[src/verilog/tcic_pkg.sv]
// Purpose: Constants, types and helpers of the 16-bit timer with capture
// Assumes: One system clock; software access arrives as select strobes
// Notes:   Output compare, single pulse and PWM outputs live elsewhere
//
// Overview of operation
// Counter counts up through all 16 bits; period is 65536 prescaled ticks.
// Writing count low byte or shadow low byte reloads counter to FFFCh.
// Counter starts at FFFCh after reset; FFFCh is the only reload value.
// Two read-only views of one count; shadow low access leaves wrap flag.
// High byte read first buffers low byte until the low byte is read.
// After a finished sequence, a lone low byte read returns live count.
// Wrap from FFFFh to 0000h sets the wrap flag in every mode.
// Wrap interrupt only when enabled and global mask clear; else pending.
// Wrap flag clears on status read while set, then count low access.
// Halt freezes counter; interrupt wake resumes, reset wake restarts.
// Both clock select bits set choose the external clock pin.
// External edge select picks rising or falling external clock edge.
// External clock edges are synchronised to the system clock.
// External clock leaves four system clock edges between active edges.
// Two channels latch the count on active pin edge; latest kept.
// Each channel has its own capture edge select bit.
// Capture sets channel flag; one shared capture interrupt enable.
// Capture interrupt only when enabled and global mask clear.
// Capture flag clears on status read while set, then its low access.
// Capture high read blocks capture and flag until capture low read.
// In single pulse or PWM mode only channel two captures.
// Capture pins are always wired; pin direction never gates their capture.
// Clock codes 00, 01, 10 divide by 4, 2 and 8 respectively.
package tcic_pkg;

  // Counter values
  localparam logic [15:0] TCIC_CNT_RELOAD = 16'hfffc;
  localparam logic [15:0] TCIC_CNT_TOP    = 16'hffff;
  localparam logic [15:0] TCIC_CAP_RST    = 16'h0000;

  // Clock select codes
  localparam logic [1:0] TCIC_CKS_DIV4 = 2'h0;
  localparam logic [1:0] TCIC_CKS_DIV2 = 2'h1;
  localparam logic [1:0] TCIC_CKS_DIV8 = 2'h2;
  localparam logic [1:0] TCIC_CKS_EXT  = 2'h3;

  // Last prescaler count of each divide ratio
  localparam logic [2:0] TCIC_DIV2_LAST = 3'h1;
  localparam logic [2:0] TCIC_DIV4_LAST = 3'h3;
  localparam logic [2:0] TCIC_DIV8_LAST = 3'h7;

  // Least system clocks between two external active edges
  localparam int TCIC_EXT_MIN_CLKS = 4;

  // Status byte bit positions
  localparam int TCIC_STS_CAP1_BIT = 7;
  localparam int TCIC_STS_WRAP_BIT = 5;
  localparam int TCIC_STS_CAP2_BIT = 4;

  // Software access selects
  typedef enum logic [3:0] {
    TCIC_SEL_CNT_HI  = 4'h0,
    TCIC_SEL_CNT_LO  = 4'h1,
    TCIC_SEL_SHD_HI  = 4'h2,
    TCIC_SEL_SHD_LO  = 4'h3,
    TCIC_SEL_STATUS  = 4'h4,
    TCIC_SEL_CAP1_HI = 4'h5,
    TCIC_SEL_CAP1_LO = 4'h6,
    TCIC_SEL_CAP2_HI = 4'h7,
    TCIC_SEL_CAP2_LO = 4'h8
  } tcic_sel_t;

  // Read sequence states
  typedef enum logic [1:0] {
    TCIC_RS_LIVE = 2'b01,
    TCIC_RS_HELD = 2'b10
  } tcic_rseq_t;

  // Edge detect on a synchronised level
  function automatic logic tcic_edge(input logic prev, input logic cur,
                                     input logic rise);
    tcic_edge = rise ? (cur & ~prev) : (prev & ~cur);
  endfunction

endpackage

[src/verilog/tcic_cap_if.sv]
// Purpose: Link between timer core and one capture channel
// Assumes: All signals on the system clock
// Notes:   Strobes are one cycle wide
`timescale 1ns/100ps
interface tcic_cap_if;
  logic [15:0] count;
  logic        edge_rise;
  logic        enable;
  logic        rd_high;
  logic        rd_low;
  logic        stat_rd;
  logic        flag;
  logic [15:0] value;

  modport timer (output count, edge_rise, enable, rd_high, rd_low, stat_rd,
                 input  flag, value);
  modport chan  (input  count, edge_rise, enable, rd_high, rd_low, stat_rd,
                 output flag, value);
endinterface

[src/verilog/tcic_capture.sv]
// Purpose: One input capture channel with flag and read lock
// Assumes: Pin is asynchronous to the system clock
// Notes:   Capture is seen two to three clocks after the pin edge
`timescale 1ns/100ps
module tcic_capture (
  input  wire logic   clk_sys_i,
  input  wire logic   rst_b_i,
  input  wire logic   ce_i,
  input  wire logic   pin_i,
  tcic_cap_if.chan    cap
);
  import tcic_pkg::*;

  logic [2:0]  sync_r;
  logic [2:0]  sync_nxt;
  logic [15:0] value_r;
  logic [15:0] value_nxt;
  logic        flag_r;
  logic        flag_nxt;
  logic        blocked_r;
  logic        blocked_nxt;
  logic        armed_r;
  logic        armed_nxt;
  logic        hit;

  // Pin synchroniser; stage 0 feeds only stage 1
  always_comb begin
    sync_nxt = {sync_r[1:0], pin_i};
  end

  always_ff @(posedge clk_sys_i or negedge rst_b_i) begin
    if (!rst_b_i) begin
      sync_r <= 3'h0;
    end else if (ce_i) begin
      sync_r <= sync_nxt;
    end
  end

  // Active edge, enabled and not locked by a high byte read
  assign hit = tcic_edge(sync_r[2], sync_r[1], cap.edge_rise)
               & cap.enable & ~blocked_r;

  // Capture value, flag and lock
  always_comb begin
    value_nxt   = value_r;
    flag_nxt    = flag_r;
    blocked_nxt = blocked_r;
    armed_nxt   = armed_r;
    if (cap.rd_high) begin
      blocked_nxt = 1'b1;
    end
    if (cap.rd_low) begin
      blocked_nxt = 1'b0;
    end
    if (cap.stat_rd && flag_r) begin
      armed_nxt = 1'b1;
    end
    if (cap.rd_low && armed_r) begin
      flag_nxt  = 1'b0;
      armed_nxt = 1'b0;
    end
    if (hit) begin
      value_nxt = cap.count;
      flag_nxt  = 1'b1;
    end
  end

  always_ff @(posedge clk_sys_i or negedge rst_b_i) begin
    if (!rst_b_i) begin
      value_r   <= TCIC_CAP_RST;
      flag_r    <= 1'b0;
      blocked_r <= 1'b0;
      armed_r   <= 1'b0;
    end else if (ce_i) begin
      value_r   <= value_nxt;
      flag_r    <= flag_nxt;
      blocked_r <= blocked_nxt;
      armed_r   <= armed_nxt;
    end
  end

  assign cap.flag  = flag_r;
  assign cap.value = value_r;

  a_capture_latch: assert property (@(posedge clk_sys_i)
    disable iff (!rst_b_i)
    ce_i && hit |=> flag_r && value_r == $past(cap.count))
    else $error("capture did not latch count");

  a_capture_locked: assert property (@(posedge clk_sys_i)
    disable iff (!rst_b_i)
    ce_i && blocked_r && !cap.rd_low && !flag_r
    |=> !flag_r && $stable(value_r))
    else $error("capture taken while locked");

endmodule

[src/verilog/tcic_timer.sv]
// Purpose: 16-bit free-running counter with prescaler, wrap flag and
//          two input capture channels
// Assumes: Software access is one-cycle select strobes on the system clock
// Notes:   Read data appears on the edge after the read strobe
`timescale 1ns/100ps
module tcic_timer (
  input  wire logic             clk_sys_i,
  input  wire logic             rst_b_i,
  input  wire logic             ce_i,
  input  wire logic             halt_i,
  input  wire logic             irq_mask_i,
  input  wire logic [1:0]       clock_select_field_i,
  input  wire logic             ext_edge_select_i,
  input  wire logic [1:0]       capture_edge_select_i,
  input  wire logic             wrap_irq_enable_i,
  input  wire logic             capture_irq_enable_i,
  input  wire logic             single_pulse_mode_i,
  input  wire logic             pwm_mode_i,
  input  wire logic             ext_clock_pin_i,
  input  wire logic             capture_pin_one_i,
  input  wire logic             capture_pin_two_i,
  input  wire logic             acc_rd_i,
  input  wire logic             acc_wr_i,
  input  tcic_pkg::tcic_sel_t   acc_sel_i,
  output logic [7:0]            rd_data_o,
  output logic [15:0]           count_o,
  output logic                  wrap_flag_o,
  output logic [1:0]            capture_flag_o,
  output logic                  timer_irq_o
);
  import tcic_pkg::*;

  logic [2:0]  ext_sync_r;
  logic [2:0]  ext_sync_nxt;
  logic [15:0] cnt_r;
  logic [15:0] cnt_nxt;
  logic [2:0]  div_r;
  logic [2:0]  div_nxt;
  logic [2:0]  div_last;
  logic        ext_edge;
  logic        tick;
  logic        cnt_wr;
  logic        wrap_ev;
  tcic_rseq_t  rs_r;
  tcic_rseq_t  rs_nxt;
  logic [7:0]  lo_buf_r;
  logic [7:0]  lo_buf_nxt;
  logic [7:0]  rd_data_r;
  logic [7:0]  rd_data_nxt;
  logic        wrap_r;
  logic        wrap_nxt;
  logic        wrap_armed_r;
  logic        wrap_armed_nxt;
  logic        irq_r;
  logic        irq_nxt;
  logic        rd_hi;
  logic        rd_lo;
  logic        stat_rd;
  logic        cnt_lo_acc;
  logic [7:0]  status_byte;

  tcic_cap_if cap1 ();
  tcic_cap_if cap2 ();

  // Decoded software accesses
  assign cnt_wr     = acc_wr_i & ((acc_sel_i == TCIC_SEL_CNT_LO) |
                                  (acc_sel_i == TCIC_SEL_SHD_LO));
  assign rd_hi      = acc_rd_i & ((acc_sel_i == TCIC_SEL_CNT_HI) |
                                  (acc_sel_i == TCIC_SEL_SHD_HI));
  assign rd_lo      = acc_rd_i & ((acc_sel_i == TCIC_SEL_CNT_LO) |
                                  (acc_sel_i == TCIC_SEL_SHD_LO));
  assign stat_rd    = acc_rd_i & (acc_sel_i == TCIC_SEL_STATUS);
  assign cnt_lo_acc = (acc_rd_i | acc_wr_i) &
                      (acc_sel_i == TCIC_SEL_CNT_LO);

  // External clock pin synchroniser; stage 0 feeds only stage 1
  always_comb begin
    ext_sync_nxt = {ext_sync_r[1:0], ext_clock_pin_i};
  end

  always_ff @(posedge clk_sys_i or negedge rst_b_i) begin
    if (!rst_b_i) begin
      ext_sync_r <= 3'h0;
    end else if (ce_i) begin
      ext_sync_r <= ext_sync_nxt;
    end
  end

  assign ext_edge = tcic_edge(ext_sync_r[2], ext_sync_r[1],
                              ext_edge_select_i);

  // Prescaler ratio from the clock select field
  always_comb begin
    unique case (clock_select_field_i)
      TCIC_CKS_DIV2: div_last = TCIC_DIV2_LAST;
      TCIC_CKS_DIV4: div_last = TCIC_DIV4_LAST;
      TCIC_CKS_DIV8: div_last = TCIC_DIV8_LAST;
      TCIC_CKS_EXT:  div_last = TCIC_DIV8_LAST;
    endcase
  end

  // Prescaler and free-running counter
  always_comb begin
    div_nxt = div_r;
    cnt_nxt = cnt_r;
    tick    = 1'b0;
    if (!halt_i) begin
      if (clock_select_field_i == TCIC_CKS_EXT) begin
        tick = ext_edge;
      end else if (div_r == div_last) begin
        tick    = 1'b1;
        div_nxt = 3'h0;
      end else begin
        div_nxt = div_r + 3'h1;
      end
    end
    if (tick) begin
      cnt_nxt = cnt_r + 16'h0001;
    end
    if (cnt_wr) begin
      cnt_nxt = TCIC_CNT_RELOAD;
      div_nxt = 3'h0;
    end
  end

  assign wrap_ev = tick & ~cnt_wr & (cnt_r == TCIC_CNT_TOP);

  always_ff @(posedge clk_sys_i or negedge rst_b_i) begin
    if (!rst_b_i) begin
      cnt_r <= TCIC_CNT_RELOAD;
      div_r <= 3'h0;
    end else if (ce_i) begin
      cnt_r <= cnt_nxt;
      div_r <= div_nxt;
    end
  end

  // High-then-low read sequence with low byte holding buffer
  always_comb begin
    rs_nxt     = rs_r;
    lo_buf_nxt = lo_buf_r;
    unique case (rs_r)
      TCIC_RS_LIVE: begin
        if (rd_hi) begin
          lo_buf_nxt = cnt_r[7:0];
          rs_nxt     = TCIC_RS_HELD;
        end
      end
      TCIC_RS_HELD: begin
        if (rd_lo) begin
          rs_nxt = TCIC_RS_LIVE;
        end
      end
      default: rs_nxt = TCIC_RS_LIVE;
    endcase
  end

  always_ff @(posedge clk_sys_i or negedge rst_b_i) begin
    if (!rst_b_i) begin
      rs_r     <= TCIC_RS_LIVE;
      lo_buf_r <= 8'h00;
    end else if (ce_i) begin
      rs_r     <= rs_nxt;
      lo_buf_r <= lo_buf_nxt;
    end
  end

  // Status byte as software sees it
  always_comb begin
    status_byte                    = 8'h00;
    status_byte[TCIC_STS_CAP1_BIT] = cap1.flag;
    status_byte[TCIC_STS_WRAP_BIT] = wrap_r;
    status_byte[TCIC_STS_CAP2_BIT] = cap2.flag;
  end

  // Read data mux, registered
  always_comb begin
    rd_data_nxt = rd_data_r;
    if (acc_rd_i) begin
      unique case (acc_sel_i)
        TCIC_SEL_CNT_HI,
        TCIC_SEL_SHD_HI:  rd_data_nxt = cnt_r[15:8];
        TCIC_SEL_CNT_LO,
        TCIC_SEL_SHD_LO:  rd_data_nxt = (rs_r == TCIC_RS_HELD) ?
                                        lo_buf_r : cnt_r[7:0];
        TCIC_SEL_STATUS:  rd_data_nxt = status_byte;
        TCIC_SEL_CAP1_HI: rd_data_nxt = cap1.value[15:8];
        TCIC_SEL_CAP1_LO: rd_data_nxt = cap1.value[7:0];
        TCIC_SEL_CAP2_HI: rd_data_nxt = cap2.value[15:8];
        TCIC_SEL_CAP2_LO: rd_data_nxt = cap2.value[7:0];
        default:          rd_data_nxt = 8'h00;
      endcase
    end
  end

  always_ff @(posedge clk_sys_i or negedge rst_b_i) begin
    if (!rst_b_i) begin
      rd_data_r <= 8'h00;
    end else if (ce_i) begin
      rd_data_r <= rd_data_nxt;
    end
  end

  // Wrap flag with two-step clear; a new wrap wins over the clear
  always_comb begin
    wrap_nxt       = wrap_r;
    wrap_armed_nxt = wrap_armed_r;
    if (stat_rd && wrap_r) begin
      wrap_armed_nxt = 1'b1;
    end
    if (cnt_lo_acc && wrap_armed_r) begin
      wrap_nxt       = 1'b0;
      wrap_armed_nxt = 1'b0;
    end
    if (wrap_ev) begin
      wrap_nxt = 1'b1;
    end
  end

  // Timer interrupt: stays pending in the flags until unmasked
  always_comb begin
    irq_nxt = ~irq_mask_i &
              ((wrap_r & wrap_irq_enable_i) |
               ((cap1.flag | cap2.flag) & capture_irq_enable_i));
  end

  always_ff @(posedge clk_sys_i or negedge rst_b_i) begin
    if (!rst_b_i) begin
      wrap_r       <= 1'b0;
      wrap_armed_r <= 1'b0;
      irq_r        <= 1'b0;
    end else if (ce_i) begin
      wrap_r       <= wrap_nxt;
      wrap_armed_r <= wrap_armed_nxt;
      irq_r        <= irq_nxt;
    end
  end

  // Capture channel hookup; pins are never gated by their direction
  assign cap1.count     = cnt_r;
  assign cap1.edge_rise = capture_edge_select_i[0];
  assign cap1.enable    = ~(single_pulse_mode_i | pwm_mode_i);
  assign cap1.rd_high   = acc_rd_i & (acc_sel_i == TCIC_SEL_CAP1_HI);
  assign cap1.rd_low    = (acc_rd_i | acc_wr_i) &
                          (acc_sel_i == TCIC_SEL_CAP1_LO);
  assign cap1.stat_rd   = stat_rd;
  assign cap2.count     = cnt_r;
  assign cap2.edge_rise = capture_edge_select_i[1];
  assign cap2.enable    = 1'b1;
  assign cap2.rd_high   = acc_rd_i & (acc_sel_i == TCIC_SEL_CAP2_HI);
  assign cap2.rd_low    = (acc_rd_i | acc_wr_i) &
                          (acc_sel_i == TCIC_SEL_CAP2_LO);
  assign cap2.stat_rd   = stat_rd;

  tcic_capture u_cap_one (
    .clk_sys_i (clk_sys_i),
    .rst_b_i   (rst_b_i),
    .ce_i      (ce_i),
    .pin_i     (capture_pin_one_i),
    .cap       (cap1.chan)
  );

  tcic_capture u_cap_two (
    .clk_sys_i (clk_sys_i),
    .rst_b_i   (rst_b_i),
    .ce_i      (ce_i),
    .pin_i     (capture_pin_two_i),
    .cap       (cap2.chan)
  );

  // Outputs straight from flip-flops
  assign rd_data_o      = rd_data_r;
  assign count_o        = cnt_r;
  assign wrap_flag_o    = wrap_r;
  assign capture_flag_o = {cap2.flag, cap1.flag};
  assign timer_irq_o    = irq_r;

  a_reload_on_write: assert property (@(posedge clk_sys_i)
    disable iff (!rst_b_i) ce_i && cnt_wr |=> cnt_r == 16'hfffc)
    else $error("counter not reloaded on low byte write");

  a_wrap_sets_flag: assert property (@(posedge clk_sys_i)
    disable iff (!rst_b_i)
    ce_i && tick && !cnt_wr && cnt_r == 16'hffff |=> wrap_r && cnt_r == 16'h0)
    else $error("wrap did not set flag");

  a_shadow_keeps_wrap: assert property (@(posedge clk_sys_i)
    disable iff (!rst_b_i)
    ce_i && wrap_r && (acc_rd_i || acc_wr_i) && acc_sel_i == TCIC_SEL_SHD_LO
    |=> wrap_r)
    else $error("shadow access cleared wrap flag");

  a_held_low_byte: assert property (@(posedge clk_sys_i)
    disable iff (!rst_b_i)
    ce_i && rs_r == TCIC_RS_HELD && rd_lo |=> rd_data_r == $past(lo_buf_r))
    else $error("held low byte not returned");

  a_live_low_byte: assert property (@(posedge clk_sys_i)
    disable iff (!rst_b_i)
    ce_i && rs_r == TCIC_RS_LIVE && rd_lo |=> rd_data_r == $past(cnt_r[7:0]))
    else $error("live low byte not returned");

  a_halt_freezes: assert property (@(posedge clk_sys_i)
    disable iff (!rst_b_i)
    ce_i && halt_i && !cnt_wr |=> cnt_r == $past(cnt_r))
    else $error("counter moved in halt");

  a_ext_clock_only: assert property (@(posedge clk_sys_i)
    disable iff (!rst_b_i)
    ce_i && clock_select_field_i == TCIC_CKS_EXT && !ext_edge && !cnt_wr
    |=> cnt_r == $past(cnt_r))
    else $error("counter moved without external edge");

  a_irq_masked: assert property (@(posedge clk_sys_i)
    disable iff (!rst_b_i) ce_i && irq_mask_i |=> !timer_irq_o)
    else $error("interrupt raised while masked");

  a_irq_pending: assert property (@(posedge clk_sys_i)
    disable iff (!rst_b_i)
    ce_i && !irq_mask_i && capture_irq_enable_i && cap2.flag |=> timer_irq_o)
    else $error("pending capture interrupt not raised");

endmodule

[config.mk]
export PLATFORM = sky130hd
export DESIGN_NAME = tcic_timer
export DESIGN_NICKNAME = d
export VERILOG_FILES = /design/src/verilog/tcic_pkg.sv /design/src/verilog/tcic_cap_if.sv /design/src/verilog/tcic_capture.sv /design/src/verilog/tcic_timer.sv
export SDC_FILE = /design/constraint.sdc
export NUM_CORES = 1
export LEC_CHECK = 0
export ABC_AREA = 0
export BUFFER_PORTS_ARGS = -buffer_cell sky130_fd_sc_hd__buf_2
export CAP_MARGIN = 10
export CORE_MARGIN = 1
export CORE_UTILIZATION = 58
export DETAILED_ROUTE_END_ITERATION = 6
export PLACE_DENSITY_LB_ADDON = 0.12
export SYNTH_ARGS = -nofsm -noshare
export SYNTH_HDL_FRONTEND = slang
export SYNTH_SLANG_ARGS = --single-unit
[constraint.sdc]
create_clock -name clk_sys_i -period 2.6 [get_ports clk_sys_i]
set_clock_uncertainty 0.1 [all_clocks]
set_input_delay 0.26 -clock clk_sys_i [delete_from_list [all_inputs] [get_ports clk_sys_i]]
set_output_delay 0.26 -clock clk_sys_i [all_outputs]
set_load 0.05 [all_outputs]
Word level (Yosys, flattened, before mapping)
Index checks and enable logic that the tools add are counted.
{"block": "word_totals", "ff_bits": 87, "out_inout_bits": 28}
{"block": "classes", "bitwise": 40, "muxes": 34, "n_reduce_logical": 35, "add_sub_neg": 2, "eq_ne": 19}
{"cell": "one-hot mux 8 bit (7 select lines)", "count": 1}
{"cell": "2-to-1 mux 16 bit", "count": 2}
{"cell": "AND reduction 2 bit", "count": 12}
{"cell": "bitwise AND 1 bit", "count": 23}
{"cell": "2-to-1 mux 1 bit", "count": 22}
{"cell": "nonzero test 2 bit", "count": 9}
{"cell": "adder 16 x 1 -> 16 bit (second input constant)", "count": 1}
{"cell": "equality test 16 bit (second input constant)", "count": 1}
{"cell": "equality test 4 x 3 -> 1 bit (second input constant)", "count": 4}
{"cell": "2-to-1 mux 3 bit", "count": 4}
{"cell": "inverter 1 bit", "count": 11}
{"cell": "one-hot mux 3 bit (3 select lines)", "count": 1}
{"cell": "AND reduction 3 bit", "count": 3}
{"cell": "equality test 4 x 2 -> 1 bit (second input constant)", "count": 2}
{"cell": "2-to-1 mux 8 bit", "count": 1}
{"cell": "equality test 2 bit (second input constant)", "count": 3}
{"cell": "logical AND 1 bit", "count": 6}
{"cell": "inequality test 2 bit (second input constant)", "count": 3}
{"cell": "bitwise OR 1 bit", "count": 6}
{"cell": "OR reduction 2 bit", "count": 3}
{"cell": "equality test 2 x 1 -> 1 bit (second input constant)", "count": 2}
{"cell": "equality test 4 x 1 -> 1 bit (second input constant)", "count": 1}
{"cell": "equality test 4 bit (second input constant)", "count": 1}
{"cell": "logical NOT 4 bit", "count": 1}
{"cell": "6 further kinds", "count": 7}

Logic depth before layout (Yosys ltp)
{"block": "depth", "word_depth": 11, "mapped_depth": 7, "mapped_depth_nobuf": 5}

By module
Synthesis repeated with hierarchy kept, for this count alone.
{"block": "unflattened", "hier_cells": 512, "area_unflattened_um2": 5217.5}
{"mod": "tcic_capture", "instances": 2, "seq_area_each_um2": 550.5, "cells_per_inst": 121, "area_per_inst_um2": 1305.0}
{"mod": "tcic_timer", "instances": 1, "seq_area_each_um2": 1094.8, "cells_per_inst": 270, "area_per_inst_um2": 2607.5}

Worst setup path after synthesis
No wires, ideal clock.
{"block": "synth_path", "path_type": "reg2reg", "from": "register cnt_r[4], in the netlist count_o[4]", "to": "register cnt_r[11], in the netlist count_o[11]", "arrival_time_ps": 2019, "n_path_buf": 1, "required_time_ps": 2436, "stages_incl_launch_ff": 6, "slack_ps": 417, "cell_sequence": "dfstp_2 buf_4 nand3_1 or4b_4 or4_1 nand3_1"}
{"block": "synth_between", "elab_chain_cells": 3}
{"element": "start, declared", "line_no": "tcic_timer.sv:35", "rtl": "logic [15:0] cnt_r;"}
{"element": "start signal, assigned", "line_no": "tcic_timer.sv:133", "rtl": "cnt_r <= cnt_nxt;"}
{"element": "adder 16 x 1 -> 16 bit", "line_no": "tcic_timer.sv:118", "rtl": "cnt_nxt = cnt_r + 16'h0001;"}
{"element": "2-to-1 mux 16 bit", "line_no": "tcic_timer.sv:117", "rtl": "if (tick) begin"}
{"element": "2-to-1 mux 16 bit", "line_no": "tcic_timer.sv:120", "rtl": "if (cnt_wr) begin"}
No other way between the ends. The select of a mux whose other input is x is not followed.
A chain may end at the register's enable or synchronous reset.

Final worst setup path
{"block": "layout_path", "from": "register ext_sync_r[1]", "to": "register cnt_r[6], in the netlist count_o[6]"}
{"block": "layout_between", "elab_chain_cells": 7, "elab_cells_between_ends": 8, "cone_classes": "mux (3); bitwise (3); reduce/logical (2)"}
{"element": "start, declared", "line_no": "tcic_timer.sv:33", "rtl": "logic [2:0] ext_sync_r;"}
{"element": "start signal, assigned", "line_no": "tcic_timer.sv:85", "rtl": "ext_sync_r <= ext_sync_nxt;"}
{"element": "inverter 1 bit", "line_no": "tcic_pkg.sv:77", "rtl": "tcic_edge = rise ? (cur & ~prev) : (prev & ~cur);"}
{"element": "bitwise AND 1 bit", "line_no": "tcic_pkg.sv:77"}
{"element": "2-to-1 mux 1 bit (*)", "line_no": "tcic_pkg.sv:77"}
{"element": "2-to-1 mux 1 bit (*)", "line_no": "tcic_timer.sv:108", "rtl": "if (clock_select_field_i == TCIC_CKS_EXT) begin"}
{"element": "2-to-1 mux 1 bit (*)", "line_no": "tcic_timer.sv:107", "rtl": "if (!halt_i) begin"}
{"element": "nonzero test 2 bit (no source line) (*)"}
{"element": "AND reduction 2 bit (no source line) (*)"}
Mark *: on every way between the ends. The rest lies on a longest branch, timed or not.

==> metrics.md <==
| Metric | Value |
|---|---|
| Max-slew violations | `0` |
| Remaining antenna violation count | `0` |
| Yosys reg bits | `87` |
| Hold/Removal Path Class | `in2reg` |
| Clock share of power | `25.1%` |
| Buffer depth of the longest clock path | `2` |
| Minimum clock period | `2110 ps` |
| Via count of the first global-routing pass | `3256` |
| Clock tree from TritonCTS | `done` |
| Endpoints failing setup | `0` |
| Number of failing hold endpoints at the final stage | `0` |
| CP Max Fanout | `17` |
| Peak VDD IR | `0.448 mV` |
| Antenna violations before repair | `0` |
| Worst setup timing slack at the placement stage | `516 ps` |
| Start-to-end type of the worst setup path | `reg2reg` |
| Leak Pwr | `2.22 nW` |
| Power per cell area | `783 nW/um2` |
| Count of synthesis-stage warnings from yosys | `0` |
| Critical Path Source Type | `flop` |
| Core area | `7290 um2` |
| Post-Syn Area | `4410 um2` |
| Fraction of final layout cells sized beyond drive strength 1 | `35.0%` |
| Syn-to-layout area delta | `12.8%` |
| Setup WS post-layout | `491 ps` |
| Remaining max-slew budget at the tightest pin | `37.9%` |
| Number of standard-cell rows in the floorplan | `31` |
| Vertical die dimension | `89.2 um` |
| Sequential cell fraction of total power | `48.7%` |
| First-pass GRT wire length | `16600 um` |
| Die area | `7960 um2` |
| Fmax | `474 MHz` |
| Outcome | `finished, final reports clean` |
| Iter 0 DRT Violations | `190` |
| Switching power of the nets | `1.35 mW` |
| Signal arrival time at the worst endpoint | `2290 ps` |
| Later-pin clock latency in the skew report | `350 ps` |
| DRC violations left | `0` |
| HPWL after detailed placement | `7410 um` |
| Post-CTS Setup Bufs | `0` |
| I/O Buffers | `50` |
| Post-synthesis async set-or-reset flop share | `100%` |
| Top Family by Delay on Critical Path | `compound AO/OA/AOI/OAI gates` |
| Required @ worst endpoint | `2780 ps` |
| Total Neg Setup Slack | `0 ps` |
| Crit path largest cell delay | `580 ps` |
| Number of I/O pins | `51` |
| Cells traversed along the worst timing path | `nor4b_1 -> nor3_1 -> a21oi_2 -> a41oi_1 -> a31o_2` |
| Register area share after synthesis | `49.8%` |
| Switching part of the total | `34.7%` |
| Count of antenna diodes in the layout | `0` |
| Clock slew seen by the registers of the worst setup and hold paths | `90 ps` |
| Clock buffer count from CTS | `9` |
| Sinks on Clock Net | `87` |
| Cells after Synth | `398` |
| Root buffer cell | `clkbuf_8` |
| Global-route congestion overflow total | `0` |
| Total global routing track utilization | `28.8%` |
| Least-Margin Pin Slew | `929 ps` |
| Horizontal extent of the die | `89.2 um` |
| H-tree levels | `3` |
| Router iterations before antenna repair | `4` |
| Initial Util | `60.5%` |
| Average size of a mapped cell | `11.1 um2` |
| Net count after synthesis | `423` |
| Setup repair after global routing missed its margin | `false` |
| Endpoint class of the critical path | `flop` |
| Pin count of the biggest net entering global routing | `41` |
| Master of the slowest instance on the critical path | `a21oi_2` |
| Gates resized, CTS repair | `0` |
| Hold buffer count at cts | `1` |
| Layout fillers | `563` |
| Internal power component | `2.55 mW` |
| Via count normalized by instance count | `6.25` |
| Period utilisation layout | `81.1%` |
| Distinct cell type count after synthesis | `56` |
| Maximum capacitance violations | `0` |
| Proportion of power drawn by combinational gates | `26.2%` |
| Post-DR wirelength/cell | `18.9 um` |
| Prevailing post-synth register cell | `dfrtp_1` |
| Placer congestion estimate | `0.836` |
| Net count of the finished layout | `474` |
| Worst path buffer plus inverter count | `0` |
| Routed via count | `3458` |
| Sum of routed wire length over all layers | `10500 um` |
| Number of enable-type register cells in the synthesized netlist | `0` |
routing by layer:
| metal | part of all wire [%] | track usage, % | vias to the layer above |
|---|---|---|---|
| met2 | 48 | 47.4 | 146 |
| met5 | 0 | 0 | - |
| met3 | 5.5 | 3.88 | 22 |
| li1 | - | - | 1578 |
| met4 | 3.0 | 13.1 | 0 |
| met1 | 43 | 38.1 | 1712 |
layout make-up:
class,instances,area [um2],share of cell area (%)
flip-flops and latches,87,2200,44.1
inverters,8,30.0,0.603
multi-input cells,279,2050,41.1
clock buffers,12,155,3.12
repair buffers,64,373,7.49
clock inverters,4,53.8,1.08
well taps,99,124,2.49
power groups by stage:
stage / clock [mW] / combinational [mW] / sequential, mW
floorplan: 0 / 0.547 / 2.06
global placement: 0 / 0.996 / 1.91
detailed placement: 0 / 1.02 / 1.92
CTS: 0.990 / 1.03 / 1.90
global route: 1.03 / 1.11 / 1.94
finish: 0.978 / 1.02 / 1.90
path summary, 6_finish.rpt:
| kind | startpoint | to | slack (ps) | cells past startpoint |
|---|---|---|---|---|
| min in group asynchronous | rst_b_i | u_cap_one.blocked_r | 320 | 2 |
| max | ext_sync_r[1] | count_o[6] | 490 | 5 |
| min | capture_pin_one_i | u_cap_one.sync_r[0] | 30 | 2 |
| max in group asynchronous | rst_b_i | rs_r[0] | 1360 | 3 |
| max reg2reg | ext_sync_r[1] | count_o[6] | 490 | 5 |
| min reg2reg | rd_data_o[2] | rd_data_o[2] | 380 | 2 |
cells in the final DEF (no fill, tap or decap), types with 5 or more instances in the layout:
cell type	n
a21o_1	8
a21oi_1	10
a22o_1	5
a31oi_1	11
and3_1	5
and4_1	5
buf_2	49
buf_4	13
clkbuf_8	11
dfrtp_1	72
dfstp_2	15
inv_1	8
mux2_2	52
mux2i_1	8
nand2_1	38
nand3_1	10
nand3b_1	5
nor2_1	18
nor2b_1	7
nor3_1	6
o21ai_0	30
through the flow:
step | util (%) | hold WS [ps] | std cells | area (um2) | power, mW
2_1_floorplan | - | -136 | 398 | 4410 | 2.61
3_3_place_gp | 65.3 | 176 | 536 | 4760 | 2.90
3_5_place_dp | 65.3 | 181 | 536 | 4760 | 2.95
4_1_cts | 68.3 | 27.1 | 553 | 4980 | 3.91
5_1_grt | 68.3 | 33.8 | 553 | 4980 | 4.08
6_report | 68.3 | 30.7 | 553 | 4980 | 3.90
cells in the mapped netlist (3+ instances only):
cell	count	area (um2)
a22o_1	5	43.8
mux4_2	3	67.6
inv_1	8	30.0
dfstp_2	15	394
a22oi_1	4	30.0
o22ai_1	4	25.0
a21o_1	8	60.1
nor3_1	6	30.0
nand3_1	10	50.1
nand2_1	38	143
a21oi_1	10	50.1
dfrtp_1	72	1800
o21ai_0	30	150
nand3b_1	5	37.5
nand4_1	3	18.8
clkbuf_1	10	37.5
and3_1	5	31.3
a31oi_1	11	68.8
mux2i_1	8	80.1
and4_1	5	43.8
nor2b_1	7	43.8
nor2_1	18	67.6
buf_6	3	33.8
a2bb2oi_1	3	26.3
a211oi_1	4	30.0
buf_4	5	37.5
buf_2	6	30.0
a311oi_1	3	26.3
mux2_2	52	586
cell families (layout without fill, tap and decap cells):
group           after synthesis  after routing  synth area share [%]
compound gates               93             93                  13.8
xor+xnor                      1              1                 0.199
fa+ha+maj                     2              2                 0.567
buf+inv                      32             88                  3.83
flops                        87             87                  49.8
mux                          63             63                  16.6
simple gates                120            120                  15.2
flip-flops by register name (all words and copies together), names as in the netlist, 8 cells and up:
name                 flops
lo_buf_r                 8
u_cap_one.cap.value     16
count_o                 16
rd_data_o                8
u_cap_two.cap.value     16
(Power assumes the default switching activity.)
